`src/rtl/osa_pkg.sv`:
```
// constants, state type and pilot table for the ofdm subcarrier assembler
// assumes a 100 MHz single clock; no registers reached by software
package osa_pkg;
  // ----------------------------------------------------------------
  // clock and gap times
  // ----------------------------------------------------------------
  localparam int CLK_PERIOD_NS = 10;
  localparam int SHORT_GAP_TIME_NS = 10000;
  localparam int BURST_GAP_TIME_NS = 2000;
  localparam int TX_TO_RX_GAP_NS = 50;
  localparam logic [9:0] SHORT_GAP_CYC = 10'((SHORT_GAP_TIME_NS + CLK_PERIOD_NS - 1) / CLK_PERIOD_NS);
  localparam logic [9:0] BURST_GAP_CYC = 10'((BURST_GAP_TIME_NS + CLK_PERIOD_NS - 1) / CLK_PERIOD_NS);
  localparam logic [9:0] TX_TO_RX_GAP_CYC = 10'(TX_TO_RX_GAP_NS / CLK_PERIOD_NS);
  localparam logic [9:0] GAP_ONE = 10'h001;

  // ----------------------------------------------------------------
  // symbol layout
  // ----------------------------------------------------------------
  localparam logic [6:0] BIN_FIRST = 7'h00;
  localparam logic [6:0] BIN_LAST = 7'h7F;
  localparam logic [6:0] POS_DC = 7'h40;
  localparam logic [7:0] POS_OFFSET = 8'h40;
  localparam logic [7:0] SC_LOW_EDGE = 8'hCD;
  localparam logic [7:0] SC_HIGH_EDGE = 8'h33;
  localparam logic [7:0] PILOT_OFS1 = 8'h1A;
  localparam logic [7:0] PILOT_OFS2 = 8'h34;
  localparam logic [7:0] PILOT_OFS3 = 8'h4E;
  localparam logic [3:0] PILOT_PERIOD_LAST = 4'hC;
  localparam logic [1:0] PRE_SHORT = 2'h1;
  localparam logic [1:0] PRE_LONG = 2'h3;

  // ----------------------------------------------------------------
  // pilot sequence generator
  // ----------------------------------------------------------------
  localparam logic seed_bit_high = 1'b1;
  localparam logic seed_bit_low = 1'b0;
  localparam logic [8:0] PRBS_SEED = {7'h7F, seed_bit_high, seed_bit_low};
  localparam logic [8:0] PRBS_TAPS_DEF = 9'h108;

  typedef enum logic [1:0] {OSA_IDLE, OSA_PRE, OSA_BODY, OSA_GAP} osa_state_t;

  // lowest pilot subcarrier per symbol index modulo 13, two's complement
  function automatic logic [7:0] osa_pilot_low(input logic [3:0] idx);
    logic [7:0] p;
    p = 8'hCD;
    case (idx)
      4'h0: p = 8'hCD;
      4'h1: p = 8'hD9;
      4'h2: p = 8'hE1;
      4'h3: p = 8'hD3;
      4'h4: p = 8'hDD;
      4'h5: p = 8'hE5;
      4'h6: p = 8'hCF;
      4'h7: p = 8'hD7;
      4'h8: p = 8'hDF;
      4'h9: p = 8'hD1;
      4'hA: p = 8'hE3;
      4'hB: p = 8'hDB;
      4'hC: p = 8'hD5;
      default: p = 8'hCD;
    endcase
    return p;
  endfunction
endpackage

```
`src/rtl/osa_skid_buf.sv`:
```
// two-entry buffer with valid and ready on both sides
// assumes one clock; ready and valid come straight from flip-flops
`timescale 1ns/10ps
`default_nettype none
module osa_skid_buf #(
  parameter int W = 16
) (
  // clock and reset
  input wire logic i_clk,
  input wire logic i_rst,
  // filling side
  input wire logic i_valid,
  input wire logic [W-1:0] i_data,
  output logic o_ready,
  // draining side
  output logic o_valid,
  output logic [W-1:0] o_data,
  input wire logic i_ready
);
  logic [W-1:0] mem_r [2];
  logic wr_ptr_r;
  logic rd_ptr_r;
  logic [1:0] cnt_r;
  logic [1:0] cnt_nxt;
  wire push = i_valid && o_ready;
  wire pop = o_valid && i_ready;

  // ----------------------------------------------------------------
  // occupancy
  // ----------------------------------------------------------------
  assign cnt_nxt = cnt_r + 2'(push) - 2'(pop);
  assign o_data = mem_r[rd_ptr_r];

  always_ff @(posedge i_clk or posedge i_rst) begin
    if (i_rst) begin
      cnt_r <= 2'h0;
      wr_ptr_r <= 1'b0;
      rd_ptr_r <= 1'b0;
      o_ready <= 1'b0;
      o_valid <= 1'b0;
    end else begin
      cnt_r <= cnt_nxt;
      wr_ptr_r <= wr_ptr_r ^ push;
      rd_ptr_r <= rd_ptr_r ^ pop;
      o_ready <= (cnt_nxt != 2'h2);
      o_valid <= (cnt_nxt != 2'h0);
    end
  end

  always_ff @(posedge i_clk) begin
    if (push) begin
      mem_r[wr_ptr_r] <= i_data;
    end
  end
endmodule
`default_nettype wire

```
`src/rtl/osa_pilot_prbs.sv`:
```
// pilot polarity sequence generator, one bit per step
// assumes load and step come from logic on the same clock
`timescale 1ns/10ps
`default_nettype none
module osa_pilot_prbs
  import osa_pkg::*;
#(
  parameter logic [8:0] TAPS = PRBS_TAPS_DEF
) (
  // clock and reset
  input wire logic i_clk,
  input wire logic i_rst,
  // control
  input wire logic i_load,
  input wire logic i_step,
  // sequence bit
  output logic o_bit
);
  logic [8:0] lfsr_r;
  wire fb = ^(lfsr_r & TAPS);

  assign o_bit = fb;

  always_ff @(posedge i_clk or posedge i_rst) begin
    if (i_rst) begin
      lfsr_r <= PRBS_SEED;
    end else if (i_load) begin
      lfsr_r <= PRBS_SEED;
    end else if (i_step) begin
      lfsr_r <= {lfsr_r[7:0], fb};
    end
  end
endmodule
`default_nettype wire

```
`src/rtl/osa_assembler.sv`:
```
// ofdm frequency-domain symbol assembler feeding the ifft
// assumes mapper and ifft share i_clk; frame control from local logic
`timescale 1ns/10ps
`default_nettype none
module osa_assembler
  import osa_pkg::*;
#(
  parameter int W = 16,
  parameter int SYM_W = 12,
  parameter int CP_W = 7,
  parameter logic [8:0] PRBS_TAPS = PRBS_TAPS_DEF
) (
  // clock and reset
  input wire logic i_clk,
  input wire logic i_rst,
  // frame control
  input wire logic i_frame_start,
  input wire logic i_long_pre,
  input wire logic i_burst_mode,
  input wire logic [SYM_W-1:0] i_num_sym,
  input wire logic [CP_W-1:0] i_cp_len,
  // mapper stream
  input wire logic i_map_valid,
  input wire logic [W-1:0] i_map_re,
  input wire logic [W-1:0] i_map_im,
  output logic o_map_ready,
  // ifft stream
  output logic o_ifft_valid,
  output logic [W-1:0] o_ifft_re,
  output logic [W-1:0] o_ifft_im,
  output logic [6:0] o_ifft_bin,
  output logic o_ifft_pre,
  output logic o_ifft_sos,
  input wire logic i_ifft_ready,
  // status
  output logic o_tx_ready,
  output logic o_rx_ready,
  output logic o_busy,
  output logic [CP_W-1:0] o_cp_len
);
  // ----------------------------------------------------------------
  // parameter checks and scaling
  // ----------------------------------------------------------------
  if (W < 4) begin : g_bad_w
    $error("osa_assembler: W must be at least 4");
  end
  if (SYM_W < 1 || CP_W < 1) begin : g_bad_cnt
    $error("osa_assembler: counter widths must be positive");
  end
  localparam logic [W-1:0] PILOT_POS = W'(1) << (W - 2);
  localparam logic [W-1:0] PILOT_NEG = ~PILOT_POS + W'(1);
  localparam int OW = 2 * W + 9;

  // ----------------------------------------------------------------
  // state
  // ----------------------------------------------------------------
  osa_state_t state_r;
  osa_state_t state_nxt;
  logic [6:0] pos_r;
  logic [1:0] pre_left_r;
  logic [SYM_W-1:0] sym_left_r;
  logic [3:0] sym_mod_r;
  logic [9:0] gap_cnt_r;
  logic [9:0] gap_target_r;

  // ----------------------------------------------------------------
  // buffers and sequence generator
  // ----------------------------------------------------------------
  logic ibuf_valid;
  logic [2*W-1:0] ibuf_data;
  logic obuf_ready;
  logic [OW-1:0] obuf_data;
  logic [OW-1:0] obuf_out;
  logic pilot_bit;

  // ----------------------------------------------------------------
  // decode signals
  // ----------------------------------------------------------------
  logic start;
  logic in_pre;
  logic in_body;
  logic [7:0] sc;
  logic [7:0] pilot_low;
  logic [7:0] pdiff;
  logic hit_pilot;
  logic in_band;
  logic is_dc;
  logic is_pilot;
  logic is_data;
  logic emitting;
  logic step;
  logic take_data;
  logic take_pilot;
  logic sym_end;
  logic last_pre;
  logic last_sym;
  logic no_body;
  logic gap_done;

  osa_skid_buf #(.W(2 * W)) u_ibuf (
    .i_clk(i_clk),
    .i_rst(i_rst),
    .i_valid(i_map_valid),
    .i_data({i_map_re, i_map_im}),
    .o_ready(o_map_ready),
    .o_valid(ibuf_valid),
    .o_data(ibuf_data),
    .i_ready(take_data)
  );

  osa_skid_buf #(.W(OW)) u_obuf (
    .i_clk(i_clk),
    .i_rst(i_rst),
    .i_valid(step),
    .i_data(obuf_data),
    .o_ready(obuf_ready),
    .o_valid(o_ifft_valid),
    .o_data(obuf_out),
    .i_ready(i_ifft_ready)
  );

  osa_pilot_prbs #(.TAPS(PRBS_TAPS)) u_prbs (
    .i_clk(i_clk),
    .i_rst(i_rst),
    .i_load(start),
    .i_step(take_pilot),
    .o_bit(pilot_bit)
  );

  // ----------------------------------------------------------------
  // subcarrier decode
  // ----------------------------------------------------------------
  assign start = (state_r == OSA_IDLE) && i_frame_start;
  assign in_pre = (state_r == OSA_PRE);
  assign in_body = (state_r == OSA_BODY);
  assign sc = {1'b0, pos_r} - POS_OFFSET;
  assign pilot_low = osa_pilot_low(sym_mod_r);
  assign pdiff = sc - pilot_low;
  assign hit_pilot = (pdiff == 8'h00) || (pdiff == PILOT_OFS1)
    || (pdiff == PILOT_OFS2) || (pdiff == PILOT_OFS3);
  assign in_band = ($signed(sc) >= $signed(SC_LOW_EDGE))
    && ($signed(sc) <= $signed(SC_HIGH_EDGE));
  assign is_dc = (pos_r == POS_DC);
  assign is_pilot = in_body && in_band && hit_pilot;
  assign is_data = in_body && in_band && !is_dc && !hit_pilot;
  assign emitting = in_pre || in_body;
  assign step = emitting && obuf_ready && (!is_data || ibuf_valid);
  assign take_data = step && is_data;
  assign take_pilot = step && is_pilot;
  assign sym_end = step && (pos_r == BIN_LAST);
  assign last_pre = (pre_left_r == 2'h1);
  assign last_sym = (sym_left_r == SYM_W'(1));
  assign no_body = (sym_left_r == '0);
  assign gap_done = (gap_cnt_r == gap_target_r);

  // ----------------------------------------------------------------
  // bin value selection
  // ----------------------------------------------------------------
  logic [W-1:0] pilot_re;
  logic [W-1:0] val_re;
  logic [W-1:0] val_im;
  logic [6:0] bin;
  logic sos;

  assign pilot_re = pilot_bit ? PILOT_NEG : PILOT_POS;
  assign val_re = is_data ? ibuf_data[2*W-1:W] : (is_pilot ? pilot_re : '0);
  assign val_im = is_data ? ibuf_data[W-1:0] : '0;
  assign bin = pos_r ^ POS_DC;
  assign sos = (pos_r == BIN_FIRST);
  assign obuf_data = {sos, in_pre, bin, val_re, val_im};
  assign o_ifft_sos = obuf_out[OW-1];
  assign o_ifft_pre = obuf_out[OW-2];
  assign o_ifft_bin = obuf_out[OW-3:2*W];
  assign o_ifft_re = obuf_out[2*W-1:W];
  assign o_ifft_im = obuf_out[W-1:0];

  // ----------------------------------------------------------------
  // frame sequencing
  // ----------------------------------------------------------------
  always_comb begin
    state_nxt = state_r;
    case (state_r)
      OSA_IDLE: begin
        if (i_frame_start) begin
          state_nxt = OSA_PRE;
        end
      end
      OSA_PRE: begin
        if (sym_end && last_pre) begin
          state_nxt = no_body ? OSA_GAP : OSA_BODY;
        end
      end
      OSA_BODY: begin
        if (sym_end && last_sym) begin
          state_nxt = OSA_GAP;
        end
      end
      OSA_GAP: begin
        if (gap_done) begin
          state_nxt = OSA_IDLE;
        end
      end
      default: state_nxt = OSA_IDLE;
    endcase
  end

  always_ff @(posedge i_clk or posedge i_rst) begin
    if (i_rst) begin
      state_r <= OSA_IDLE;
    end else begin
      state_r <= state_nxt;
    end
  end

  always_ff @(posedge i_clk or posedge i_rst) begin
    if (i_rst) begin
      pos_r <= BIN_FIRST;
    end else if (start) begin
      pos_r <= BIN_FIRST;
    end else if (step) begin
      pos_r <= pos_r + 7'h01;
    end
  end

  always_ff @(posedge i_clk or posedge i_rst) begin
    if (i_rst) begin
      pre_left_r <= PRE_SHORT;
    end else if (start) begin
      pre_left_r <= i_long_pre ? PRE_LONG : PRE_SHORT;
    end else if (sym_end && in_pre) begin
      pre_left_r <= pre_left_r - 2'h1;
    end
  end

  always_ff @(posedge i_clk or posedge i_rst) begin
    if (i_rst) begin
      sym_left_r <= '0;
      sym_mod_r <= 4'h0;
    end else if (start) begin
      sym_left_r <= i_num_sym;
      sym_mod_r <= 4'h0;
    end else if (sym_end && in_body) begin
      sym_left_r <= sym_left_r - SYM_W'(1);
      sym_mod_r <= (sym_mod_r == PILOT_PERIOD_LAST) ? 4'h0 : sym_mod_r + 4'h1;
    end
  end

  always_ff @(posedge i_clk or posedge i_rst) begin
    if (i_rst) begin
      o_cp_len <= '0;
    end else if (start) begin
      o_cp_len <= i_cp_len;
    end
  end

  // ----------------------------------------------------------------
  // interframe gap and turnaround
  // ----------------------------------------------------------------
  always_ff @(posedge i_clk or posedge i_rst) begin
    if (i_rst) begin
      gap_cnt_r <= GAP_ONE;
      gap_target_r <= SHORT_GAP_CYC;
    end else if (start) begin
      gap_cnt_r <= GAP_ONE;
      gap_target_r <= i_burst_mode ? BURST_GAP_CYC : SHORT_GAP_CYC;
    end else if (state_r == OSA_GAP && !gap_done) begin
      gap_cnt_r <= gap_cnt_r + GAP_ONE;
    end
  end

  always_ff @(posedge i_clk or posedge i_rst) begin
    if (i_rst) begin
      o_tx_ready <= 1'b0;
      o_rx_ready <= 1'b0;
      o_busy <= 1'b0;
    end else begin
      o_tx_ready <= (state_nxt == OSA_IDLE);
      o_rx_ready <= (state_nxt == OSA_IDLE)
        || (state_nxt == OSA_GAP && gap_cnt_r >= TX_TO_RX_GAP_CYC);
      o_busy <= (state_nxt == OSA_PRE) || (state_nxt == OSA_BODY);
    end
  end
endmodule
`default_nettype wire

```
`config.mk`:
```
export PLATFORM = sky130hd
export DESIGN_NAME = osa_assembler
export DESIGN_NICKNAME = d
export VERILOG_FILES = /design/src/rtl/osa_pkg.sv /design/src/rtl/osa_skid_buf.sv /design/src/rtl/osa_pilot_prbs.sv /design/src/rtl/osa_assembler.sv
export SDC_FILE = /design/constraint.sdc
export NUM_CORES = 1
export LEC_CHECK = 0
export ABC_AREA = 1
export BUFFER_PORTS_ARGS = -buffer_cell sky130_fd_sc_hd__buf_4
export CORE_MARGIN = 2
export CORE_UTILIZATION = 58
export DETAILED_ROUTE_END_ITERATION = 8
export PLACE_DENSITY = 0.79
export SYNTH_ARGS = -nofsm -noshare
export SYNTH_HDL_FRONTEND = slang
export SYNTH_SLANG_ARGS = --single-unit
```
`constraint.sdc`:
```
create_clock -name i_clk -period 5.38 [get_ports i_clk]
set_input_delay 1.076 -clock i_clk [delete_from_list [all_inputs] [get_ports i_clk]]
set_output_delay 1.076 -clock i_clk [all_outputs]
set_load 0.005 [all_outputs]
```
; After elaboration in Yosys (flattened, before gate mapping)
; Memory sizes are Yosys's and may differ from the RTL's.
; Index checks and enable logic that the tools add are counted.
[word_totals]
ff_bits = 78
latch_bits = 0
ramBits = 146
romBits = 80
inputBits = 58
out_inout_bits = 53
wordCells = 135
memories = 3
[op_classes]
addsub = 11
mul = 0
div = 0
n_lt_le_gt_ge = 3
n_eq_ne = 17
shifts = 0
mux = 29
bitwise = 5
n_reduce_logical = 45
[mem_list]
columns = name, depth, word_bits, read_ports, rd_clocked_by_memory_dff, wr, line
row1 = u_obuf.mem_r, 2, 41, 1, 0, 1, osa_skid_buf.sv:20  ; logic [W-1:0] mem_r [2];
row2 = (name not given), 16, 5, 1, 0, 0, osa_pkg.sv:46  ; case (idx)
row3 = u_ibuf.mem_r, 2, 32, 1, 0, 1, osa_skid_buf.sv:20
[ops]
columns = operator, n
row1 = $mux W16, 4
row2 = $mux W10, 3
row3 = $mux W12, 2
row4 = $logic_and A1 B1 Y1, 21
row5 = $mux W9, 2
row6 = $eq A7 B7 Y1 const B, 2
row7 = $mux W2, 7
row8 = $mux W7, 2
row9 = $reduce_bool A2 Y1, 7
row10 = $eq A12 B1 Y1 const B, 1
row11 = $logic_not A12 Y1, 1
row12 = $mux W4, 3
row13 = $sub A12 B1 Y12 const B, 1
row14 = $add A10 B1 Y10 const B, 1
row15 = $eq A10 B10 Y1, 1
row16 = $ge A10 B3 Y1 const B, 1
row17 = $reduce_xor A9 Y1, 1
row18 = $eq A2 B2 Y1 const B, 4
row19 = $eq A8 B5 Y1 const B, 1
row20 = $eq A8 B6 Y1 const B, 1
row21 = $eq A8 B7 Y1 const B, 1
row22 = $ge A8 B7 Y1 const B, 1
row23 = $le A8 B7 Y1 const B, 1
row24 = $logic_not A8 Y1, 1
row25 = other kinds (18), 40

; Logic depth before layout (Yosys ltp)
; Gate-level depths: netlist of the first run.
[depth]
word_depth = 18
depth_mapped = 26
mapped_depth_nobuf = 24

; Modules after synthesis
; A second synthesis of the first run with hierarchy kept.
[hier_totals]
hier_cells = 1010
hier_area_um2 = 9942.0
[by_module_without_submodules]
columns = module, n_inst, cells_each, area_each_um2, seq_area_each_um2
row1 = osa_assembler, 1, 515, 3554.7, 1204.9
row2 = osa_skid_buf at u_obuf, 1, 249, 3319.4, 2612.5
row3 = osa_skid_buf at u_ibuf, 1, 202, 2681.3, 2072.0
row4 = osa_pilot_prbs, 1, 44, 386.6, 235.2

; Worst setup path after synthesis of the first run
; Ideal clock, no wire load.
[synth_timing]
path_kind = register to register
from = register sym_mod_r[0]
to = memory u_obuf.mem_r[1][0] in the netlist's numbering, enable pin
setup_ns = 0.403
t_arrival_ns = 3.589
required_time_ns = 4.977
setup_slack_ns = 1.388
path_stages_with_launch = 19
path_buffers = 1
synth_period_minus_slack_ns = 3.992
cell_sequence = dfrtp_1 inv_1 ha_1 inv_1 o311ai_0 ha_1 buf_4 nand2_1 nand2_1 nand2_1 nand4_1 nand2_1 nor2_1 nor2_2 nand3_2 nand3_4 nand2_8 inv_1 ha_1
[synth_via]
elab_chain_len = 14
word_cells_on_any_way = 17
cone_classes = add/sub: 1 / eq/ne: 3 / mux: 2 / reduce/logical: 10 / memory: 1
[synth_rtl]
columns = item, line
row1 = from (decl), osa_assembler.sv:62  ; logic [3:0] sym_mod_r;
row2 = from (signal assigned), osa_assembler.sv:244  ; sym_mod_r <= (sym_mod_r == PILOT_PERIOD_LAST) ? 4'h0 : sym_mod_r + 4'h1;
row3 = $mem_v2 Z16 W5 (*), --
row4 = $sub A8 B8 Y8 (*), osa_assembler.sv:138  ; assign pdiff = sc - pilot_low;
row5 = $eq A8 B5 Y1 or $logic_not A8 Y1 (tied branches), osa_assembler.sv:139  ; assign hit_pilot = (pdiff == 8'h00) || (pdiff == PILOT_OFS1)
row6 = $logic_or A1 B1 Y1, osa_assembler.sv:139
row7 = $logic_or A1 B1 Y1, osa_assembler.sv:140  ; || (pdiff == PILOT_OFS2) || (pdiff == PILOT_OFS3);
row8 = $logic_or A1 B1 Y1 (*), osa_assembler.sv:140
row9 = $logic_not A1 Y1 (*), osa_assembler.sv:145  ; assign is_data = in_body && in_band && !is_dc && !hit_pilot;
row10 = $logic_and A1 B1 Y1 (*), osa_assembler.sv:145
row11 = $logic_not A1 Y1 (*), osa_assembler.sv:147  ; assign step = emitting && obuf_ready && (!is_data || ibuf_valid);
row12 = $logic_or A1 B1 Y1 (*), osa_assembler.sv:147
row13 = $logic_and A1 B1 Y1 (*), osa_assembler.sv:147
row14 = $logic_and A1 B1 Y1 (*), osa_skid_buf.sv:25  ; wire push = i_valid && o_ready;
row15 = $mux W1 (*), osa_skid_buf.sv:51  ; if (push) begin
row16 = $mux W1 (implied by the code) (*), osa_skid_buf.sv:52  ; mem_r[wr_ptr_r] <= i_data;
row17 = to (decl), osa_skid_buf.sv:20
; Mark *: on every way between the ends. The rest lies on a longest branch, timed or not.

; Worst setup path after layout of the first run
[layout_timing]
from = register sym_mod_r[1]
to = register u_ibuf.o_valid
[layout_via]
elab_chain_len = 15
word_cells_on_any_way = 18
cone_classes = add/sub: 2 / eq/ne: 3 / reduce/logical: 12 / memory: 1
[layout_rtl]
columns = item, line
row1 = $mem_v2 Z16 W5 (*), --
row2 = $sub A8 B8 Y8 (*), osa_assembler.sv:138
row3 = $eq A8 B5 Y1 or $logic_not A8 Y1 (tied branches), osa_assembler.sv:139
row4 = $logic_or A1 B1 Y1, osa_assembler.sv:139
row5 = $logic_or A1 B1 Y1, osa_assembler.sv:140
row6 = $logic_or A1 B1 Y1 (*), osa_assembler.sv:140
row7 = $logic_not A1 Y1 (*), osa_assembler.sv:145
row8 = $logic_and A1 B1 Y1 (*), osa_assembler.sv:145
row9 = $logic_not A1 Y1, osa_assembler.sv:147
row10 = $logic_or A1 B1 Y1, osa_assembler.sv:147
row11 = $logic_and A1 B1 Y1, osa_assembler.sv:147
row12 = $logic_and A1 B1 Y1 (*), osa_assembler.sv:148  ; assign take_data = step && is_data;
row13 = $logic_and A1 B1 Y1 (*), osa_skid_buf.sv:26  ; wire pop = o_valid && i_ready;
row14 = $sub A2 B1 Y2 (*), osa_skid_buf.sv:31  ; assign cnt_nxt = cnt_r + 2'(push) - 2'(pop);
row15 = named net u_ibuf.cnt_nxt[1], osa_skid_buf.sv:24  ; logic [1:0] cnt_nxt;
row16 = $reduce_bool A2 Y1 (*), osa_skid_buf.sv:46  ; o_valid <= (cnt_nxt != 2'h0);
row17 = to (signal assigned), osa_skid_buf.sv:46
row18 = to (decl), osa_skid_buf.sv:16  ; output logic o_valid,
; Mark *: on every way through the listed nets, which the timed path passes. The rest lies on a longest branch.
; A chain may end at the register's enable or synchronous reset.

==> Implementation_results.wiki, run 1 <==
{| class="wikitable"
! Metric !! Value
|-
| Routed wire per std cell || 15.0 um
|-
| Type of the setup path with the least slack || reg -> reg
|-
| Most common cell after layout, fill and taps aside || sky130_fd_sc_hd__nand2_1
|-
| Outcome || complete, no violations
|-
| Synthesized area divided by synthesized cell count || 10.4 um^2
|-
| Detailed-route via count || 6629
|-
| Clock transition at the registers of the reported paths || 0.06 ns
|-
| Initial antenna violation count || 0
|-
| Worst IR Drop VDD || 0.000367 V
|-
| Placement row count || 46
|-
| Instance count of the mapped netlist || 918
|-
| Quantity of gates resized following cts || 0
|-
| Number of nets in the final layout || 1119
|-
| Portion of the post-synthesis area used by sequential elements || 0.640
|-
| Measured slew at the worst slew-check pin || 1.08 ns
|-
| Number of endpoints failing setup at the final stage || 0
|-
| Yosys top cell by area || sky130_fd_sc_hd__edfxtp_1
|-
| Final cell area excluding filler cells || 11300 um^2
|-
| Critical R2R Launch || sym_mod_r[1]
|-
| Final sum of negative setup slack || 0 ns
|-
| Utilization of the core after routing || 0.703
|-
| Number of maximum-capacitance violations || 0
|-
| Total power draw || 6.45 mW
|-
| Met2 Routed Length || 9180 um
|-
| Full die area || 17500 um^2
|-
| Number of detailed-route iterations in the first pass || 5
|-
| Setup Buffers After CTS || 0
|-
| Drt initial violations || 420
|-
| Highest-count cells in the layout ignoring fill and taps || sky130_fd_sc_hd__nand2_1, sky130_fd_sc_hd__edfxtp_1, sky130_fd_sc_hd__buf_4
|-
| Net switching power figure || 2.29 mW
|-
| Startpoint of the worst hold path || u_prbs.lfsr_r[4]
|-
| Tmin final || 4.22 ns
|-
| Synthesized cell area || 9570 um^2
|-
| Synth top area share || 0.458
|-
| Worst setup timing slack at the placement stage || 1.20 ns
|-
| Area of the core || 16000 um^2
|-
| Worst Path Arrival || 4.60 ns
|-
| Maximum buffer depth of the clock tree || 3
|-
| Vias/cell || 5.27
|-
| Detailed-route wire length on metal 1 || 8230 um
|-
| Total routing usage reported by global routing || 0.218
|-
| Number of top-level pins || 111
|-
| Highest Signal Layer || met4
|-
| Share of the cycle needed by the critical path after routing || 0.784
|-
| Most used flip-flop cell after synthesis || sky130_fd_sc_hd__edfxtp_1
|-
| Startpoint Class || register
|-
| Cell internal power dissipation || 4.16 mW
|-
| CTS root buf || sky130_fd_sc_hd__clkbuf_16
|-
| Level count of the clock H-tree || 1
|-
| Power density cells || 573 nW/um^2
|-
| Global route total overflow || 0
|-
| Vias in the first global route || 6437
|-
| Routed wire length on met3 || 1050 um
|-
| Initial core utilization || 0.598
|-
| Layout Skew || 0.00698 ns
|-
| Fin. max-slew vios || 0
|-
| Sequential share of power || 0.422
|-
| FILL cells || 1170
|-
| DIE WIDTH || 132 um
|-
| Switching Share || 0.356
|-
| Fraction of synthesis flops using an asynchronous set or reset pin || 0.321
|-
| Detailed-placement wirelength estimate || 12100 um
|-
| Clock buffers created by TritonCTS || 22
|-
| Unrepaired setup endpoints after global routing || no
|-
| Global-route wire length before repair || 31000 um
|-
| Number of distinct library cell variants in the gate-level netlist after synthesis || 44
|-
| Sink count of the clock tree || 215
|-
| Cell leakage power || 4.88 nW
|-
| Cts-stage hold buffer count || 0
|-
| Clock latency at the later pin of the worst-skew pair || 0.50 ns
|-
| Maximum fanout along the worst path || 33
|-
| CP required || 5.76 ns
|-
| Worst slew margin relative to its limit || 0.276
|-
| Worst Hold Class || reg -> reg
|-
| Net count after synthesis || 1009
|-
| Count of final hold-check violations || 0
|-
| Post-route setup slack || 1.16 ns
|-
| Critical path capture point type || register
|-
| Number of buffers added on ports || 110
|-
| Clock tree from TritonCTS || done
|-
| Detail Route Antenna Nets || 0
|-
| Comb power frac || 0.361
|-
| Post-placement cell area || 10600 um^2
|-
| Ant. Diodes || 0
|-
| Area delta synth->final || 17.6%
|-
| Achievable frequency || 0.237 GHz
|-
| Biggest area contributors in the synthesized netlist || sky130_fd_sc_hd__edfxtp_1, sky130_fd_sc_hd__dfrtp_1, sky130_fd_sc_hd__nand2_1, sky130_fd_sc_hd__ha_1, sky130_fd_sc_hd__inv_1
|-
| Routability-driven placement congestion ratio || 0.858
|-
| Beginning of the critical path || sym_mod_r[1]
|-
| Clock network fraction of total power || 0.217
|-
| #FFs+latches synth || 215
|-
| Number of enable flip-flop cells after synthesis || 146
|-
| Maximum number of pins on one net before global-route repair || 46
|-
| Vertical die dimension || 132 um
|-
| Proportion of layout cells with a drive suffix above 1 || 0.179
|-
| Sum of routed wire length over all layers || 18900 um
|-
| Count of warnings emitted by yosys || 0
|-
| Number of remaining DRC errors || 0
|}
[worst paths after layout]
check                      slack, ns  depth (start not counted)          endpoint
setup / recovery                1.16                         22    u_ibuf.o_valid
setup reg to reg                1.16                         22    u_ibuf.o_valid
max in group asynchronous       3.78                          3          pos_r[1]
hold / removal                  0.46                          2  u_prbs.lfsr_r[4]
hold reg to reg                 0.46                          2  u_prbs.lfsr_r[4]
min in group asynchronous       0.62                          2       o_cp_len[5]
[critical path, stage by stage (launching register included)]
cell	delay [ns]
sky130_fd_sc_hd__dfrtp_1	0.41
sky130_fd_sc_hd__inv_1	0.13
sky130_fd_sc_hd__ha_1	0.31
sky130_fd_sc_hd__inv_1	0.05
sky130_fd_sc_hd__o311ai_0	0.32
sky130_fd_sc_hd__ha_1	0.40
sky130_fd_sc_hd__nand2_1	0.13
sky130_fd_sc_hd__nand2_1	0.05
sky130_fd_sc_hd__nand2_1	0.10
sky130_fd_sc_hd__nand4_1	0.13
sky130_fd_sc_hd__nand3_1	0.11
sky130_fd_sc_hd__nand2_1	0.05
sky130_fd_sc_hd__nand2_1	0.07
sky130_fd_sc_hd__nand3_2	0.12
sky130_fd_sc_hd__nand2_1	0.09
sky130_fd_sc_hd__buf_4	0.36
sky130_fd_sc_hd__nor2_1	0.14
sky130_fd_sc_hd__ha_1	0.29
sky130_fd_sc_hd__inv_1	0.04
sky130_fd_sc_hd__ha_1	0.20
sky130_fd_sc_hd__xnor2_1	0.18
sky130_fd_sc_hd__xnor2_1	0.14
sky130_fd_sc_hd__or2_2	0.28
[final cells by class]
type / count / area [um^2] / area share
Clock inverter: 10 / 86.3 / 0.00767
Tap cell: 216 / 270 / 0.0240
Inverter: 82 / 308 / 0.0273
Clock buffer: 29 / 577 / 0.0512
Multi-Input combinational cell: 591 / 3020 / 0.268
Timing Repair Buffer: 116 / 871 / 0.0774
Sequential cell: 215 / 6120 / 0.544
[metrics by stage]
| step | std cells | hold WS (ns) |
|---|---|---|
| 2_1_floorplan | 918 | 0.440 |
| 3_3_place_gp | 1220 | 0.452 |
| 3_5_place_dp | 1220 | 0.455 |
| 4_1_cts | 1259 | 0.465 |
| 5_1_grt | 1259 | 0.483 |
| 6_report | 1259 | 0.464 |
[cell families after synthesis]
logic type | count (synthesis) | share of synthesized area
and+or+nand+nor | 432 | 0.191
DFF | 215 | 0.640
buffers and inverters | 112 | 0.0459
AOI/OAI and AO/OA | 109 | 0.0642
adders and majority gates | 33 | 0.0431
xor gates and xnor gates | 16 | 0.0146
muxes | 1 | 0.00105
[Yosys cell counts (all sizes together), types with 6 or more instances]
cell and number:
a21oi 51, a31oi 6, clkbuf 26, dfrtp 58, dfstp 11, edfxtp 146
ha 33, inv 81, nand2 310, nand3 32, nand4 10, nor2 62
nor3 12, o21ai 38, xnor2 7, xor2 9
[layer usage]
| layer | vias to the layer above | GRT usage |
|---|---|---|
| met5 | - | 0 |
| met4 | 0 | 0.0663 |
| met3 | 33 | 0.0345 |
| met2 | 199 | 0.361 |
| met1 | 3128 | 0.301 |
| li1 | 3269 | - |
[sequential cells by signal (all words and copies together) (netlist names), 4 cells and up]
name,count
sym_left_r,12
u_prbs.lfsr_r,9
u_ibuf.mem_r,64
pos_r,7
u_obuf.mem_r,82
gap_cnt_r,10
o_cp_len,7
sym_mod_r,4
[power by group through the flow]
stage / clock (mW) / sequential (mW) / combinational, mW
after floorplan: 0 / 2.69 / 1.49
after global placement: 0 / 2.73 / 2.27
after detailed placement: 0 / 2.74 / 2.33
after CTS: 1.42 / 2.72 / 2.35
after global routing: 1.48 / 2.79 / 2.62
final: 1.40 / 2.72 / 2.33
Power figures use the tool's default switching activity.
==> inputs of run 2 (changes only) <==
--- a/config.mk
+++ b/config.mk
@@ -5,7 +5,7 @@
 export SDC_FILE = /design/constraint.sdc
 export NUM_CORES = 1
 export LEC_CHECK = 0
-export ABC_AREA = 1
+export ABC_AREA = 0
 export BUFFER_PORTS_ARGS = -buffer_cell sky130_fd_sc_hd__buf_4
 export CORE_MARGIN = 2
 export CORE_UTILIZATION = 58
==> constraint.sdc (replaced) <==
create_clock -name i_clk -period 4.3 [get_ports i_clk]
set_input_delay 0.86 -clock i_clk [delete_from_list [all_inputs] [get_ports i_clk]]
set_output_delay 0.86 -clock i_clk [all_outputs]
set_load 0.005 [all_outputs]
==> Implementation_results.wiki, run 2 <==
{| class="wikitable"
! Metric !! Value
|-
| Outcome || complete, no violations
|-
| Full die area || 17300 um^2
|-
| Sum of routed wire length over all layers || 18200 um
|-
| Startpoint Class || register
|-
| Worst IR Drop VDD || 0.000342 V
|-
| Count of final hold-check violations || 0
|-
| Ant. Diodes || 0
|-
| Power density cells || 615 nW/um^2
|-
| Layout Skew || 0.0136 ns
|-
| Detailed-route via count || 5774
|-
| Fin. max-slew vios || 0
|-
| Synthesized cell area || 9410 um^2
|-
| Number of flip-flops under the largest register name || 82
|-
| Biggest area contributors in the synthesized netlist || sky130_fd_sc_hd__edfxtp_1, sky130_fd_sc_hd__dfrtp_1, sky130_fd_sc_hd__mux2_2, sky130_fd_sc_hd__mux2i_1, sky130_fd_sc_hd__ha_1
|-
| Sink count of the clock tree || 215
|-
| Fraction of synthesis flops using an asynchronous set or reset pin || 0.321
|-
| Synthesized area divided by synthesized cell count || 13.5 um^2
|-
| Most used flip-flop cell after synthesis || sky130_fd_sc_hd__edfxtp_1
|-
| Startpoint of the worst hold path || o_cp_len[2]
|-
| Hold Path Stages || 2
|-
| Number of top-level pins || 111
|-
| Global route total overflow || 0
|-
| Routability-driven placement congestion ratio || 0.850
|-
| Initial antenna violation count || 0
|-
| Number of distinct library cell variants in the gate-level netlist after synthesis || 61
|-
| Clock buffers created by TritonCTS || 22
|-
| Number of nets in the final layout || 907
|-
| Worst Hold Class || reg -> reg
|-
| DIE WIDTH || 131 um
|-
| Cell with the most instances after synthesis || sky130_fd_sc_hd__edfxtp_1
|-
| Proportion of layout cells with a drive suffix above 1 || 0.298
|-
| Yosys top cell by area || sky130_fd_sc_hd__edfxtp_1
|-
| Tmin final || 4.20 ns
|-
| Most common cell after layout, fill and taps aside || sky130_fd_sc_hd__edfxtp_1
|-
| Net count after synthesis || 787
|-
| Maximum number of pins on one net before global-route repair || 45
|-
| Critical path capture point type || register
|-
| Area delta synth->final || 20.4%
|-
| CTS root buf || sky130_fd_sc_hd__clkbuf_16
|-
| Maximum buffer depth of the clock tree || 3
|-
| Worst-case register-to-register setup slack || 0.10 ns
|-
| End point of the worst hold path || o_cp_len[2]
|-
| Number of endpoints failing setup at the final stage || 0
|-
| Global-route wire length before repair || 29200 um
|-
| Number of buffers added on ports || 110
|-
| Instance count of the mapped netlist || 696
|-
| Maximum fanout along the worst path || 7
|-
| Worst slew margin relative to its limit || 0.300
|-
| Worst slack on hold paths || 0.492 ns
|-
| Number of maximum-capacitance violations || 0
|-
| Number of remaining DRC errors || 0
|-
| Registers with the highest flip-flop counts || u_obuf.mem_r: 82 flops, u_ibuf.mem_r: 64 flops, sym_left_r: 12 flops
|-
| Placement row count || 46
|-
| Routed wire per std cell || 17.3 um
|-
| Post-placement cell area || 10500 um^2
|-
| Detail Route Antenna Nets || 0
|-
| Final cell area excluding filler cells || 11300 um^2
|-
| Register with the most flip-flops || u_obuf.mem_r
|-
| Drt initial violations || 322
|-
| Vias/cell || 5.51
|-
| Count of warnings emitted by yosys || 0
|-
| Cell leakage power || 4.41 nW
|-
| #FFs+latches synth || 215
|-
| Critical R2R Launch || sym_mod_r[0]
|-
| Detailed-placement wirelength estimate || 11700 um
|-
| Clock transition at the registers of the reported paths || 0.06 ns
|-
| CP required || 4.69 ns
|-
| Type of the setup path with the least slack || reg -> reg
|-
| Measured slew at the worst slew-check pin || 1.05 ns
|-
| Highest-count cells in the layout ignoring fill and taps || sky130_fd_sc_hd__edfxtp_1, sky130_fd_sc_hd__buf_4, sky130_fd_sc_hd__nor2_1, sky130_fd_sc_hd__nand2_1, sky130_fd_sc_hd__dfrtp_1
|-
| Cts-stage hold buffer count || 0
|-
| Level count of the clock H-tree || 1
|-
| Vias in the first global route || 5983
|-
| Worst Path Arrival || 4.59 ns
|-
| Portion of the post-synthesis area used by sequential elements || 0.651
|-
| Commonest cells in the synthesized netlist || sky130_fd_sc_hd__edfxtp_1, sky130_fd_sc_hd__nand2_1, sky130_fd_sc_hd__nor2_1
|-
| Total routing usage reported by global routing || 0.207
|-
| RR Endpoint || u_ibuf.o_ready
|-
| Initial core utilization || 0.592
|-
| Number of detailed-route iterations in the first pass || 4
|-
| Achievable frequency || 0.238 GHz
|-
| Clock tree from TritonCTS || done
|-
| Area of the core || 15900 um^2
|-
| Count of cells along the worst register-to-register path || 19
|-
| Clock latency at the later pin of the worst-skew pair || 0.50 ns
|-
| Synth top area share || 0.466
|-
| Vertical die dimension || 131 um
|-
| Share of the cycle needed by the critical path after routing || 0.976
|-
| Number of enable flip-flop cells after synthesis || 146
|}
==> run 2: where the power goes <==
| group | switching, mW | internal [mW] |
|---|---|---|
| clock network | 0.768 | 1.12 |
| registers | 0.326 | 2.89 |
| logic | 0.934 | 0.929 |
| total | 2.03 | 4.94 |
==> run 2: worst max-delay path, cell delays in order, from the launching register on <==
cell,delay [ns]
sky130_fd_sc_hd__dfrtp_1,0.39
sky130_fd_sc_hd__buf_4,0.17
sky130_fd_sc_hd__ha_1,0.23
sky130_fd_sc_hd__inv_1,0.06
sky130_fd_sc_hd__mux2i_1,0.07
sky130_fd_sc_hd__a22oi_1,0.21
sky130_fd_sc_hd__ha_1,0.32
sky130_fd_sc_hd__a21o_2,0.29
sky130_fd_sc_hd__a221oi_4,0.30
sky130_fd_sc_hd__xnor2_2,0.14
sky130_fd_sc_hd__nand4bb_1,0.24
sky130_fd_sc_hd__a221oi_2,0.30
sky130_fd_sc_hd__or2_1,0.17
sky130_fd_sc_hd__nor2_2,0.06
sky130_fd_sc_hd__ha_1,0.27
sky130_fd_sc_hd__inv_1,0.04
sky130_fd_sc_hd__ha_1,0.21
sky130_fd_sc_hd__xor2_2,0.16
sky130_fd_sc_hd__xnor2_1,0.17
sky130_fd_sc_hd__or2_2,0.28
==> run 2: what timing repair did <==
| action | in CTS | in global routing |
|---|---|---|
| buffers inserted | 0 | 4 |
| setup endpoints to repair | 2 | 4 |
| hold endpoints to repair | 0 | 0 |
| pin swaps | 1 | 5 |
| gates resized for setup | 2 | 12 |
==> run 2: worst max-delay path by stage <==
stage,slack (ns),cells past startpoint,from,endpoint
6_report,0.10,19,sym_mod_r[0],u_ibuf.o_ready
3_3_place_gp,0.17,17,sym_mod_r[1],u_ibuf.o_ready
5_1_grt,-0.05,19,sym_mod_r[0],u_ibuf.o_ready
4_1_cts,0.008,17,sym_mod_r[1],u_ibuf.o_ready
2_1_floorplan,-0.34,13,sym_mod_r[0],u_obuf.mem_r[1][0]
3_5_place_dp,-0.09,17,sym_mod_r[1],u_ibuf.o_ready
==> run 2: through the flow <==
| step | setup TNS [ns] | instances | utilization | setup slack [ns] | power, mW |
|---|---|---|---|---|---|
| finish | 0 | 1048 | 0.713 | 0.102 | 6.97 |
| global route | -0.0613 | 1048 | 0.713 | -0.0536 | 7.33 |
| CTS | 0 | 1044 | 0.706 | 0.00791 | 7.01 |
| detailed placement | -0.0891 | 1004 | 0.660 | -0.0891 | 5.10 |
| global placement | 0 | 1004 | 0.660 | 0.171 | 5.00 |
| floorplan | -28.18 | 696 | - | -0.344 | 4.25 |
==> run 2: cells by family after synthesis <==
family | count (synthesis) | synth area share
xor gates and xnor gates | 31 | 0.0289
buffers and inverters | 60 | 0.0271
DFF | 215 | 0.651
AOI/OAI and AO/OA | 73 | 0.0518
and+or+nand+nor | 198 | 0.0988
adders and majority gates | 33 | 0.0439
muxes | 86 | 0.0983
==> run 2: area by class of cell <==
class	count	area [um^2]
Multi-Input combinational cell	421	3120
Clock buffer	25	562
Fill cell	1086	4560
Sequential cell	215	6130
Clock inverter	15	165
Timing Repair Buffer	125	963
Inverter	31	116
Tap cell	216	270
==> run 2: metal layers <==
metal | GRT usage | up-vias | part of all wire
li1 | - | 2736 | -
met3 | 0.0316 | 34 | 0.047
met4 | 0.0543 | 0 | 0.020
met2 | 0.365 | 161 | 0.50
met5 | 0 | - | 0
met1 | 0.270 | 2843 | 0.43
==> inputs of run 3 (changes only) <==
--- a/config.mk
+++ b/config.mk
@@ -6,11 +6,13 @@
 export NUM_CORES = 1
 export LEC_CHECK = 0
 export ABC_AREA = 0
+export ABC_CLOCK_PERIOD_IN_PS = 4300
 export BUFFER_PORTS_ARGS = -buffer_cell sky130_fd_sc_hd__buf_4
 export CORE_MARGIN = 2
 export CORE_UTILIZATION = 58
 export DETAILED_ROUTE_END_ITERATION = 8
 export PLACE_DENSITY = 0.79
+export RECOVER_POWER = 100
 export SYNTH_ARGS = -nofsm -noshare
 export SYNTH_HDL_FRONTEND = slang
 export SYNTH_SLANG_ARGS = --single-unit
==> Implementation_results.wiki, run 3 (synthesis gave the netlist of run 2 again) <==
{| class="wikitable"
! Metric !! Value
|-
| Number of detailed-route iterations in the first pass || 5
|-
| Maximum number of pins on one net before global-route repair || 45
|-
| Vertical die dimension || 131 um
|-
| Met2 Routed Length || 8990 um
|-
| Maximum buffer depth of the clock tree || 3
|-
| Count of cells along the worst register-to-register path || 19
|-
| Number of remaining DRC errors || 0
|-
| Detailed-route wire length on metal 1 || 7780 um
|-
| Worst IR Drop VDD || 0.000340 V
|-
| Level count of the clock H-tree || 1
|-
| Initial core utilization || 0.592
|-
| Full die area || 17300 um^2
|-
| Register with the most flip-flops || u_obuf.mem_r
|-
| Routed wire length on met3 || 854 um
|-
| Number of flip-flops under the largest register name || 82
|-
| Outcome || finished, violations left
|-
| Highest Signal Layer || met4
|-
| Cts-stage hold buffer count || 0
|-
| Detail Route Antenna Nets || 0
|-
| Initial antenna violation count || 0
|-
| RR Endpoint || u_ibuf.o_ready
|-
| Sink count of the clock tree || 215
|-
| Clock latency at the later pin of the worst-skew pair || 0.50 ns
|-
| Worst slew margin relative to its limit || -0.215
|-
| Placement row count || 46
|-
| Beginning of the critical path || sym_mod_r[0]
|-
| Post-route setup slack || 0.100 ns
|-
| Critical R2R Launch || sym_mod_r[0]
|-
| Area delta synth->final || 19.0%
|-
| Worst Hold Class || reg -> reg
|-
| Fin. max-slew vios || 196
|-
| Startpoint Class || register
|-
| Clock transition at the registers of the reported paths || 0.06 ns
|-
| Total routing usage reported by global routing || 0.207
|-
| Routability-driven placement congestion ratio || 0.850
|-
| Maximum fanout along the worst path || 7
|-
| Drt initial violations || 341
|-
| Ant. Diodes || 0
|-
| Clock buffers created by TritonCTS || 22
|-
| Worst slack on hold paths || 0.484 ns
|-
| Most common cell after layout, fill and taps aside || sky130_fd_sc_hd__edfxtp_1
|-
| Cell leakage power || 4.28 nW
|-
| Number of top-level pins || 111
|-
| Termination of the worst setup path || u_ibuf.o_ready
|-
| Share of the cycle needed by the critical path after routing || 0.977
|-
| Proportion of layout cells with a drive suffix above 1 || 0.248
|-
| Final cell area excluding filler cells || 11200 um^2
|-
| Detailed-placement wirelength estimate || 11700 um
|-
| Number of buffers added on ports || 110
|-
| Type of the setup path with the least slack || reg -> reg
|-
| Highest-count cells in the layout ignoring fill and taps || sky130_fd_sc_hd__edfxtp_1, sky130_fd_sc_hd__nand2_1, sky130_fd_sc_hd__nor2_1
|-
| Number of nets in the final layout || 907
|-
| Vias in the first global route || 5983
|-
| Number of maximum-capacitance violations || 5
|-
| Area of the core || 15900 um^2
|-
| Clock tree from TritonCTS || done
|-
| Layout Skew || 0.0122 ns
|-
| Critical path capture point type || register
|-
| Total power draw || 6.87 mW
|-
| CP required || 4.69 ns
|-
| Worst-case register-to-register setup slack || 0.10 ns
|-
| Post-placement cell area || 10500 um^2
|-
| Worst Path Arrival || 4.59 ns
|-
| Achievable frequency || 0.238 GHz
|-
| Worst setup timing slack at the placement stage || -0.0891 ns
|-
| Vias/cell || 5.51
|-
| Number of endpoints failing setup at the final stage || 0
|-
| Measured slew at the worst slew-check pin || 1.82 ns
|-
| Detailed-route via count || 5778
|-
| Global route total overflow || 0
|-
| Violations in the final reports || max-capacitance violations, max-slew violations
|-
| Global-route wire length before repair || 29200 um
|-
| Routed wire per std cell || 17.2 um
|-
| DIE WIDTH || 131 um
|-
| FILL cells || 1124
|-
| CTS root buf || sky130_fd_sc_hd__clkbuf_16
|-
| Tmin final || 4.20 ns
|-
| Power density cells || 614 nW/um^2
|-
| Sum of routed wire length over all layers || 18000 um
|-
| Count of final hold-check violations || 0
|-
| Registers with the highest flip-flop counts || u_obuf.mem_r: 82 flops, u_ibuf.mem_r: 64 flops, sym_left_r: 12 flops
|}
## run 3: cell types whose count changed in the layout (fill, tap and decap cells not counted), moves of 2 or more
cell	change
sky130_fd_sc_hd__o311ai_0	+2
sky130_fd_sc_hd__o311ai_1	-2
sky130_fd_sc_hd__clkbuf_1	+26
sky130_fd_sc_hd__ha_1	+2
sky130_fd_sc_hd__mux2_2	-9
sky130_fd_sc_hd__buf_4	-84
sky130_fd_sc_hd__ha_2	-2
sky130_fd_sc_hd__mux2_1	+9
sky130_fd_sc_hd__clkbuf_4	+56
sky130_fd_sc_hd__and2_1	-3
sky130_fd_sc_hd__and2_0	+3
## run 3: how the worst min path moves through the flow
stage	from	cells after the start	slack (ns)	endpoint
finish	o_cp_len[2]	2	0.48	o_cp_len[2]
CTS	o_cp_len[1]	2	0.49	o_cp_len[1]
detailed placement	o_cp_len[1]	2	0.47	o_cp_len[1]
global placement	o_cp_len[5]	2	0.47	o_cp_len[5]
global route	o_cp_len[6]	2	0.51	o_cp_len[6]
floorplan	gap_target_r[8]	2	0.47	gap_target_r[8]
## run 3: cell type report
cell class,instances,area [um^2],share of cell area
Multi-Input combinational cell,421,3100,0.277
Inverter,31,116,0.0104
Clock buffer,25,562,0.0502
Clock inverter,15,165,0.0148
Sequential cell,215,6130,0.548
Tap cell,216,270,0.0242
Timing Repair Buffer,125,852,0.0762
## run 3: critical path, cell delays in order (launching register included)
cell,delay [ns]
sky130_fd_sc_hd__dfrtp_1,0.39
sky130_fd_sc_hd__buf_4,0.17
sky130_fd_sc_hd__ha_1,0.23
sky130_fd_sc_hd__inv_1,0.06
sky130_fd_sc_hd__mux2i_1,0.07
sky130_fd_sc_hd__a22oi_1,0.21
sky130_fd_sc_hd__ha_1,0.32
sky130_fd_sc_hd__a21o_2,0.29
sky130_fd_sc_hd__a221oi_4,0.30
sky130_fd_sc_hd__xnor2_2,0.14
sky130_fd_sc_hd__nand4bb_1,0.24
sky130_fd_sc_hd__a221oi_2,0.30
sky130_fd_sc_hd__or2_1,0.18
sky130_fd_sc_hd__nor2_2,0.06
sky130_fd_sc_hd__ha_1,0.27
sky130_fd_sc_hd__inv_1,0.04
sky130_fd_sc_hd__ha_1,0.21
sky130_fd_sc_hd__xor2_2,0.16
sky130_fd_sc_hd__xnor2_1,0.17
sky130_fd_sc_hd__or2_2,0.28
## run 3: repair_timing
action,CTS,global route
buffers inserted,0,4
pin swaps,1,5
resized for setup,2,12
setup endpoints to repair,2,4
## run 3: through the flow
| stage | cells | TNS [ns] | utilization |
|---|---|---|---|
| floorplan | 696 | -28.18 | - |
| global placement | 1004 | 0 | 0.660 |
| detailed placement | 1004 | -0.0891 | 0.660 |
| CTS | 1044 | 0 | 0.706 |
| global route | 1048 | -1.36 | 0.704 |
| finish | 1048 | 0 | 0.704 |
## run 3: routing by layer
| metal | track usage | up-vias |
|---|---|---|
| met5 | 0 | - |
| met4 | 0.0543 | 0 |
| met3 | 0.0316 | 40 |
| met2 | 0.365 | 181 |
| met1 | 0.270 | 2820 |
| li1 | - | 2737 |
## run 3: where the power goes
part	internal, mW	total, mW	switching (mW)
Clock	1.12	1.89	0.768
Sequential	2.89	3.21	0.323
Combinational	0.846	1.76	0.916
Total	4.86	6.87	2.01
